<file path="src/include/pdc_consts.vh">
// pdc_consts.vh: register offsets, field positions and reset values of the
// port direction control block
// assumes: included by bare name from rtl files
`ifndef PDC_CONSTS_VH
`define PDC_CONSTS_VH
// printed offsets are not word multiples: these are register indexes,
// byte address is four times the index
`define PDC_IDX_PORT6    8'hE9
`define PDC_IDX_PORT7    8'hEA
`define PDC_IDX_PORT8    8'hEB
`define PDC_IDX_PORTA    8'hEC
`define PDC_ADDR_LSB     2
`define PDC_ADDR_MSB     9
`define PDC_RST_PORT6    8'h00
`define PDC_RST_PORT7    8'h00
`define PDC_RST_PORT8    8'h00
`define PDC_RST_PORTA    4'h0
`define PDC_PORTA_MSB    3
`define PDC_HTRANS_NSEQ  1
`define PDC_HSIZE_WORD   3'h2
`endif

</file>
<file path="src/rtl/pdc_dir_reg.v">
// pdc_dir_reg.v: one direction register of configurable width
// assumes: write strobe is a one-cycle pulse in the mclk domain
`timescale 1ns/1ns
module pdc_dir_reg #(
  parameter                 WIDTH     = 8,
  parameter [WIDTH-1:0]     RESET_VAL = {WIDTH{1'b0}}
) (
  input  wire               mclk,
  input  wire               resetn,
  input  wire               wrEn,
  input  wire [WIDTH-1:0]   wrData,
  output reg  [WIDTH-1:0]   dirBits
);
  always @(posedge mclk or negedge resetn) begin
    if (!resetn) begin
      dirBits <= RESET_VAL;
    end else if (wrEn) begin
      dirBits <= wrData;
    end
  end
endmodule // pdc_dir_reg

</file>
<file path="src/rtl/pdc_port_direction_control.v">
// pdc_port_direction_control.v: AHB-Lite slave holding pin direction
// registers of ports 6, 7, 8 and A, driving per-pin output enables
// assumes: single master, whole-word single transfers, hready = hreadyout
// assumes: transfers of any other size are ignored and read as zero
// assumes: the pad ring turns each enable bit into that pin's driver enable
//
// Overview of operation
// port 6 direction register, write-only, eight bits, index E9, resets zero.
// port 6 pin is input when its bit is 0, output when 1.
// port 7 direction register, write-only, eight bits, index EA, resets zero.
// port 7 pin is input when its bit is 0, output when 1.
// port 8 direction register, write-only, eight bits, resets zero, 1 means output.
// port A register keeps bits 3..0 read/write; bits 7..4 read as zero.
`timescale 1ns/1ns
`include "pdc_consts.vh"
module pdc_port_direction_control #(
  parameter P6_WIDTH = 8,
  parameter P7_WIDTH = 8,
  parameter P8_WIDTH = 8,
  parameter PA_WIDTH = 4
) (
  input  wire                 mclk,
  input  wire                 resetn,
  input  wire                 hsel,
  input  wire [31:0]          haddr,
  input  wire [1:0]           htrans,
  input  wire                 hwrite,
  input  wire [2:0]           hsize,
  input  wire [31:0]          hwdata,
  input  wire                 hready,
  output reg  [31:0]          hrdata,
  output reg                  hreadyout,
  output reg                  hresp,
  output reg  [P6_WIDTH-1:0]  port6OutEn,
  output reg  [P7_WIDTH-1:0]  port7OutEn,
  output reg  [P8_WIDTH-1:0]  port8OutEn,
  output reg  [PA_WIDTH-1:0]  portAOutEn
);
  // ----------------------------------------------------------------
  // address phase capture
  // ----------------------------------------------------------------
  reg         dataWrite;
  reg  [7:0]  dataIdx;
  wire        addrValid;
  wire        wordSize;
  wire [7:0]  addrIdx;

  // only whole-word transfers are taken; narrower ones pass as idle
  assign wordSize  = (hsize == `PDC_HSIZE_WORD);
  assign addrValid = hsel & hready & htrans[`PDC_HTRANS_NSEQ] & wordSize;
  assign addrIdx   = haddr[`PDC_ADDR_MSB:`PDC_ADDR_LSB];

  always @(posedge mclk or negedge resetn) begin
    if (!resetn) begin
      dataWrite <= 1'b0;
      dataIdx   <= 8'h00;
    end else begin
      dataWrite <= addrValid & hwrite;
      // index held over idle cycles; it is only used while dataWrite is set
      if (addrValid) begin
        dataIdx <= addrIdx;
      end
    end
  end

  // ----------------------------------------------------------------
  // bus response
  // ----------------------------------------------------------------
  // zero wait states, always OKAY: no register here can refuse a transfer
  always @(posedge mclk or negedge resetn) begin
    if (!resetn) begin
      hreadyout <= 1'b1;
      hresp     <= 1'b0;
    end else begin
      hreadyout <= 1'b1;
      hresp     <= 1'b0;
    end
  end

  // ----------------------------------------------------------------
  // direction registers
  // ----------------------------------------------------------------
  wire [P6_WIDTH-1:0] dir6;
  wire [P7_WIDTH-1:0] dir7;
  wire [P8_WIDTH-1:0] dir8;
  wire [PA_WIDTH-1:0] dirA;

  // one-hot write strobe per register, valid in the data phase of a write
  reg  [3:0]          wrSel;
  always @* begin
    wrSel = 4'h0;
    if (dataWrite) begin
      case (dataIdx)
        // port 6 strobe
        `PDC_IDX_PORT6: begin
          wrSel[0] = 1'b1;
        end
        // port 7 strobe
        `PDC_IDX_PORT7: begin
          wrSel[1] = 1'b1;
        end
        // port 8 strobe
        `PDC_IDX_PORT8: begin
          wrSel[2] = 1'b1;
        end
        // port A strobe
        `PDC_IDX_PORTA: begin
          wrSel[3] = 1'b1;
        end
        // unmapped index: the write is dropped, the bus still answers OKAY
        default: begin
          wrSel = 4'h0;
        end
      endcase
    end
  end

  // port 6 register
  pdc_dir_reg #(.WIDTH(P6_WIDTH), .RESET_VAL(`PDC_RST_PORT6)) u6 (
    .mclk    (mclk),
    .resetn  (resetn),
    .wrEn    (wrSel[0]),
    .wrData  (hwdata[P6_WIDTH-1:0]),
    .dirBits (dir6)
  );
  // port 7 register
  pdc_dir_reg #(.WIDTH(P7_WIDTH), .RESET_VAL(`PDC_RST_PORT7)) u7 (
    .mclk    (mclk),
    .resetn  (resetn),
    .wrEn    (wrSel[1]),
    .wrData  (hwdata[P7_WIDTH-1:0]),
    .dirBits (dir7)
  );
  // port 8 register
  pdc_dir_reg #(.WIDTH(P8_WIDTH), .RESET_VAL(`PDC_RST_PORT8)) u8 (
    .mclk    (mclk),
    .resetn  (resetn),
    .wrEn    (wrSel[2]),
    .wrData  (hwdata[P8_WIDTH-1:0]),
    .dirBits (dir8)
  );
  // port A low nibble
  pdc_dir_reg #(.WIDTH(PA_WIDTH), .RESET_VAL(`PDC_RST_PORTA)) uA (
    .mclk    (mclk),
    .resetn  (resetn),
    .wrEn    (wrSel[3]),
    .wrData  (hwdata[PA_WIDTH-1:0]),
    .dirBits (dirA)
  );

  // ----------------------------------------------------------------
  // pin enables, registered so outputs come from flip-flops
  // ----------------------------------------------------------------
  // one cycle behind the register; reset value keeps every pin an input
  // port 6 select
  always @(posedge mclk or negedge resetn) begin
    if (!resetn) begin
      port6OutEn <= `PDC_RST_PORT6;
    end else begin
      port6OutEn <= dir6;
    end
  end

  // port 7 select
  always @(posedge mclk or negedge resetn) begin
    if (!resetn) begin
      port7OutEn <= `PDC_RST_PORT7;
    end else begin
      port7OutEn <= dir7;
    end
  end

  // port 8 select
  always @(posedge mclk or negedge resetn) begin
    if (!resetn) begin
      port8OutEn <= `PDC_RST_PORT8;
    end else begin
      port8OutEn <= dir8;
    end
  end

  // port A select
  always @(posedge mclk or negedge resetn) begin
    if (!resetn) begin
      portAOutEn <= `PDC_RST_PORTA;
    end else begin
      portAOutEn <= dirA;
    end
  end

  // ----------------------------------------------------------------
  // read data
  // ----------------------------------------------------------------
  // write-only registers read as zero, so software keeps its own copy of
  // ports 6, 7 and 8; hrdata is loaded at the address phase so it stands
  // during the data phase
  // limitation: a read placed in the data phase of a port A write sees the old value
  reg [31:0] next_hrdata;
  always @* begin
    next_hrdata = 32'h00000000;
    if (addrValid & ~hwrite) begin
      case (addrIdx)
        // write-only reads
        `PDC_IDX_PORT6, `PDC_IDX_PORT7, `PDC_IDX_PORT8: begin
          next_hrdata = 32'h00000000;
        end
        // readback, upper bits zero
        `PDC_IDX_PORTA: begin
          next_hrdata[PA_WIDTH-1:0] = dirA;
        end
        default: begin
          next_hrdata = 32'h00000000;
        end
      endcase
    end
  end

  always @(posedge mclk or negedge resetn) begin
    if (!resetn) begin
      hrdata <= 32'h00000000;
    end else begin
      hrdata <= next_hrdata;
    end
  end
endmodule // pdc_port_direction_control

</file>
<file path="config.mk">
export PLATFORM = sky130hd
export DESIGN_NAME = pdc_port_direction_control
export DESIGN_NICKNAME = d
export VERILOG_FILES = /design/src/rtl/pdc_dir_reg.v /design/src/rtl/pdc_port_direction_control.v
export VERILOG_INCLUDE_DIRS = /design/src /design/src/include
export SDC_FILE = /design/constraint.sdc
export NUM_CORES = 1
export LEC_CHECK = 0
export ABC_CLOCK_PERIOD_IN_PS = 1340
export BUFFER_PORTS_ARGS = -buffer_cell sky130_fd_sc_hd__buf_4
export CAP_MARGIN = 25
export CORE_UTILIZATION = 30
export CTS_CLUSTER_SIZE = 12
export DETAILED_ROUTE_END_ITERATION = 10
export GPL_TIMING_DRIVEN = 0
export SETUP_SLACK_MARGIN = 0.2
export SLEW_MARGIN = 30
export SYNTH_ARGS = -nofsm -noshare
export SYNTH_HDL_FRONTEND = slang
export SYNTH_HIERARCHICAL = 1
export SYNTH_SLANG_ARGS = --single-unit
</file>
<file path="constraint.sdc">
create_clock -name mclk -period 1.34 [get_ports mclk]
set_input_delay 0.335 -clock mclk [delete_from_list [all_inputs] [get_ports mclk]]
set_output_delay 0.335 -clock mclk [all_outputs]
set_load 0.05 [all_outputs]
</file>
# After elaboration in Yosys (flattened, before gate mapping)
# Cells that the tools add are included.
[totals]
ff_bits = 69
in_bits = 74
output_inout_bits = 62
elab_cells = 30
[op_classes]
eq_ne = 6
n_mux = 7
n_bitwise = 6
[ops]
columns = ["cell", "n"]
rows = [
  ["$eq A8 B8 Y1 const B", 5],
  ["$mux W4", 3],
  ["$and A1 B1 Y1", 5],
  ["$mux W1", 4],
  ["$eq A3 B2 Y1 const B", 1],
  ["$not A1 Y1", 1],
]

# Depth between registers and ports, before layout
[depth]
ltp_word = 5
ltp_mapped = 5
mapped_depth_nobuf = 4

# By module
# The synthesis kept the hierarchy.
[by_module_without_submodules]
columns = ["mod", "n_inst", "cells_per_inst", "area_each_um2", "seq_area_each_um2"]
rows = [
  ["pdc_port_direction_control", 1, 101, 1514.0, 1026.0],
  ["pdc_dir_reg (u6 ...)", 3, 17, 331.6, 200.2],
  ["pdc_dir_reg (uA)", 1, 8, 145.1, 100.1],
]

# Worst setup path after synthesis
# No wires, ideal clock.
[synth_path]
path_kind = "register -> register"
startpoint = "reg dataIdx[0]"
endpoint = "reg uA.dirBits[0]"
setup_ns = 0.125
arrival_time_ns = 1.368
t_required_ns = 1.215
slack_ns = -0.153
stages_incl_launch_ff = 5
path_buffers = 0
period_less_slack_ns = 1.493
cell_sequence = "dfrtp_1 -> nor2_1 -> nand2_1 -> nor4_1 -> mux2_2"
[synth_between]
elab_chain_len = 3
[synth_rtl]
columns = ["element", "line", "rtl"]
rows = [
  ["start, declared", "pdc_port_direction_control.v:43", "reg [7:0] dataIdx;"],
  ["start signal, assigned", "pdc_port_direction_control.v:61", "dataIdx <= addrIdx;"],
  ["$eq A8 B8 Y1", "pdc_port_direction_control.v:93", "case (dataIdx)"],
  ["$mux W1", "pdc_port_direction_control.v:93", ""],
  ["$mux W4", "pdc_port_direction_control.v:92", "if (dataWrite) begin"],
  ["net wrSel[3]", "pdc_port_direction_control.v:89", "reg [3:0] wrSel;"],
  ["end signal, assigned", "pdc_dir_reg.v:18", "dirBits <= wrData;"],
  ["end, declared", "pdc_dir_reg.v:12", "output reg [WIDTH-1:0] dirBits"],
]
# The timed path passes the listed nets, and every way through them passes these cells.
# A chain may end at the register's enable or synchronous reset.

# Worst setup path in the final report
[layout_path]
startpoint = "reg dataIdx[4]"
endpoint = "reg u6.dirBits[7]"
[layout_between]
elab_chain_len = 3
[layout_rtl]
columns = ["element", "line"]
rows = [
  ["$eq A8 B8 Y1", "pdc_port_direction_control.v:93"],
  ["$mux W1", "pdc_port_direction_control.v:93"],
  ["$mux W4", "pdc_port_direction_control.v:92"],
  ["net wrSel[0]", "pdc_port_direction_control.v:89"],
  ["end signal, assigned", "pdc_dir_reg.v:18"],
  ["end, declared", "pdc_dir_reg.v:12"],
]
# The timed path passes the listed nets, and every way through them passes these cells.

==> run summary <==
The total number of H-tree levels came out at 3. Among all stages on the critical path, the largest delay is contributed by dfrtp_2. Synthesis produced a netlist whose cell count is 160. Power spread over the standard cell area amounts to 1221 mW/mm^2. At the pin with the least slew margin, the transition time is 0.8159 ns. The final instance area came out at 0.003820 sq mm. The clock tree buffer depth came out at 2.

The full die area is 0.009227 sq mm. The number of buffers added by the clock tree synthesis step is 9. The die extent in y is 96.06 um. The final weighted congestion of routability-driven global placement came out at 0.6682.

Power comes to 4.664 mW. The synthesized design contains 69 register bits. After the first detailed-routing iteration, the DRC count stood at 47. The share of the Yosys chip area taken by registers is 0.6506. The minimum setup slack among reg-to-reg paths is -0.26 ns. Clock skew on the completed layout was measured at 0.008438 ns. The checks that failed: negative setup slack. The fraction of synthesized cell area taken by the top area cell type is 0.6506. The core occupancy in the finished layout came out at 0.4557. Setup repair after global routing could not meet its margin everywhere. Each instance of the synthesized netlist takes up on average 16.59 sq um.

By count the netlist is led by dfrtp_1, buf_4, mux2_4, mux2_2, and2_1. The run finished, with violations left. The category of cells accounting for the largest share of critical-path delay is simple AND/OR/NAND/NOR gates. The first global-routing pass estimated 7417 um of wire. Measured against its own limit, the worst slew margin works out to 0.4561.

The worst setup path is launched from a flop. The delay of the slowest cell on the worst path is 0.45 ns. IR analysis of the VDD net gives a maximum drop of 0.0005128 V.

The leakage dissipation is 2.012 nW. The number of enable flip-flop cells after synthesis is 0. The core footprint is 0.008382 sq mm. The final number of max-transition violations is 0. By area the synthesized netlist is led by dfrtp_1, mux2_4, buf_4. STA classifies the critical path endpoint as a flop. The clock tree from TritonCTS is done. The final clock period utilization by the worst path is 1.195. The number of max-capacitance violations reported is 0. The clock net sink count is 69. The floorplan has 33 rows. Walking the worst path, the cells encountered are nor4_4, and3b_1, buf_6, mux2_4.

The total number of vias came out at 1433. The number of port buffers came out at 56. The average wire per cell in the routed design came out at 12.48 um.

Compared with the post-synthesis result, the final layout area differs by 43.94%. The starting density of the core is 0.3166. Summing every instance area after synthesis gives 0.002654 sq mm.

Among all cell types in the netlist, the one instantiated most often is dfrtp_1. The most used flip-flop cell after synthesis is dfrtp_1. The repair_antennas step left the layout with diodes totalling 0. The tree is rooted in a clkbuf_8.

Wires add up to 4617 um. The total buffers and inverters traversed by the critical path is 1. The maximum number of pins on one net before global-route repair came out at 70. The critical path is of the flop to flop type.

The placed instances occupy a cell area of 0.003338 sq mm. The maximum clock rate came out at 624.7 MHz. The number of design rule violations left after detail routing came out at 0. Clock-pin slew was measured on the worst setup and hold paths at 0.08 ns. The layout cell share with drive strength beyond 1 came out at 0.5774. The proportion of synthesized flip-flops having asynchronous set or reset came out at 1.000. The maximum net fanout on the critical path is 8. Counting distinct cell types in the post-synthesis netlist gives 19.

The arrival time reported for the critical path endpoint came out at 1.81 ns. The critical path required time came out at 1.55 ns. The horizontal die dimension is 96.06 um.

The largest total area in the synthesized netlist belongs to dfrtp_1. The iteration count of the initial detailed-routing pass is 4. The total setup violations reported at the end of the flow came out at 28. In the routed layout, each cell is associated on average with a via count of 3.873.

The number of global-route vias before repair came to 1418. Detailed placement ended at an HPWL of 2989 um. The total global routing overflow is 0. In the post-route analysis, the smallest setup slack over all paths is -0.2609 ns. The number of nets with antenna violations after routing is 0. The total routing resource utilization after global routing came out at 0.1112.

The Yosys step of the flow raised 6 warnings. The number of endpoints with negative hold slack in the final report came to 0. At the later pin of the worst-skew pair, clock insertion delay measures 0.33 ns. In this run the count of I/O pins placed on the die edge is 136. The type of the most critical hold path is primary input to asynchronous set/reset pin. At the end of the flow, the number of nets in the layout was 335. The initial antenna violation count is 0. Counting I/O delays and the setup requirement, the final critical path takes 1.601 ns.
==> power breakdown <==
part | switching, mW | internal (mW) | leakage (nW)
clock network | 0.758 | 1.23 | 0.119
logic | 0.304 | 0.202 | 0.939
registers | 0.0402 | 2.13 | 0.954
==> worst paths after layout <==
path / from / endpoint / depth (start not counted)
min: resetn / port8OutEn[7]$_DFF_PN0_ / 1
max: dataIdx[4]$_DFFE_PN0P_ / u6/dirBits[7]$_DFFE_PN0P_ / 4
min in group mclk: hwrite / dataWrite$_DFF_PN0_ / 2
min reg2reg: u6/dirBits[7]$_DFFE_PN0P_ / port6OutEn[7]$_DFF_PN0_ / 0
max reg2reg: dataIdx[4]$_DFFE_PN0P_ / u6/dirBits[7]$_DFFE_PN0P_ / 4
max in group asynchronous: resetn / dataIdx[4]$_DFFE_PN0P_ / 1
==> layout by cell type (no fill, tap or decap), types with 2 or more instances in the layout <==
cell type  count
and3b_1        2
clkbuf_8       9
clkinv_4       2
and2_1         4
mux2_4        35
dfrtp_1       68
buf_4         57
nor4_4         3
bufinv_16      3
nand4bb_1      2
conb_1        30
buf_6         37
==> cell type report <==
class | instances | area [sq um]
fillers | 773 | 4562
flip-flops and latches | 69 | 1728
multi-input cells | 85 | 855.8
repair buffers | 62 | 605.6
plain buffers | 33 | 259.0
well taps | 105 | 131.4
clock buffers | 9 | 123.9
clock inverters | 6 | 112.6
inverters | 1 | 3.754
==> sequential cells by signal, indices dropped and copies added, names as in the netlist, 8 cells and up <==
signal,flops
dataIdx,8
port6OutEn,8
port7OutEn,8
port8OutEn,8
u6/dirBits,8
u7/dirBits,8
u8/dirBits,8
==> logic make-up after synthesis <==
kind of cell           after synthesis  share of synthesized area
AND/OR/NAND/NOR                     19                    0.06082
buffers and inverters               34                    0.09901
multiplexers                        36                     0.1867
flip-flops                          69                     0.6506
other                                2                   0.002830
==> routing by layer <==
| metal | vias up | track usage | routed length [um] |
|---|---|---|---|
| met2 | 77 | 0.1625 | 2043 |
| met3 | 4 | 0.04897 | 416 |
| met5 | - | 0 | 0 |
| li1 | 678 | - | - |
| met1 | 674 | 0.1479 | 2125 |
| met4 | 0 | 0.03358 | 31 |
==> timing repair <==
action | CTS | global route
hold buffers | 0 | 0
pin swaps | 5 | 6
resized for setup | 39 | 7
endpoints found under the setup margin | 72 | 64
setup buffers | 5 | 1
==> through the flow <==
| step | instances | TNS [ns] | hold WS (ns) | worst slack (ns) |
|---|---|---|---|---|
| floorplan | 188 | -2.826 | 0.03941 | -0.09785 |
| global placement | 349 | -10.03 | 0.3598 | -0.4185 |
| detailed placement | 349 | -10.41 | 0.3603 | -0.3872 |
| CTS | 369 | -6.742 | 0.1239 | -0.2934 |
| global route | 370 | -8.960 | 0.1584 | -0.3738 |
| finish | 370 | -6.240 | 0.09518 | -0.2609 |
==> worst register-to-register path: cells and delay by family, from the launching register on <==
kind	cells	cell delay, ns
flip-flops	1	0.45
buffers and inverters	1	0.18
multiplexers	1	0.32
AND/OR/NAND/NOR	2	0.54
Note: power is estimated with default switching activity, not from simulation.
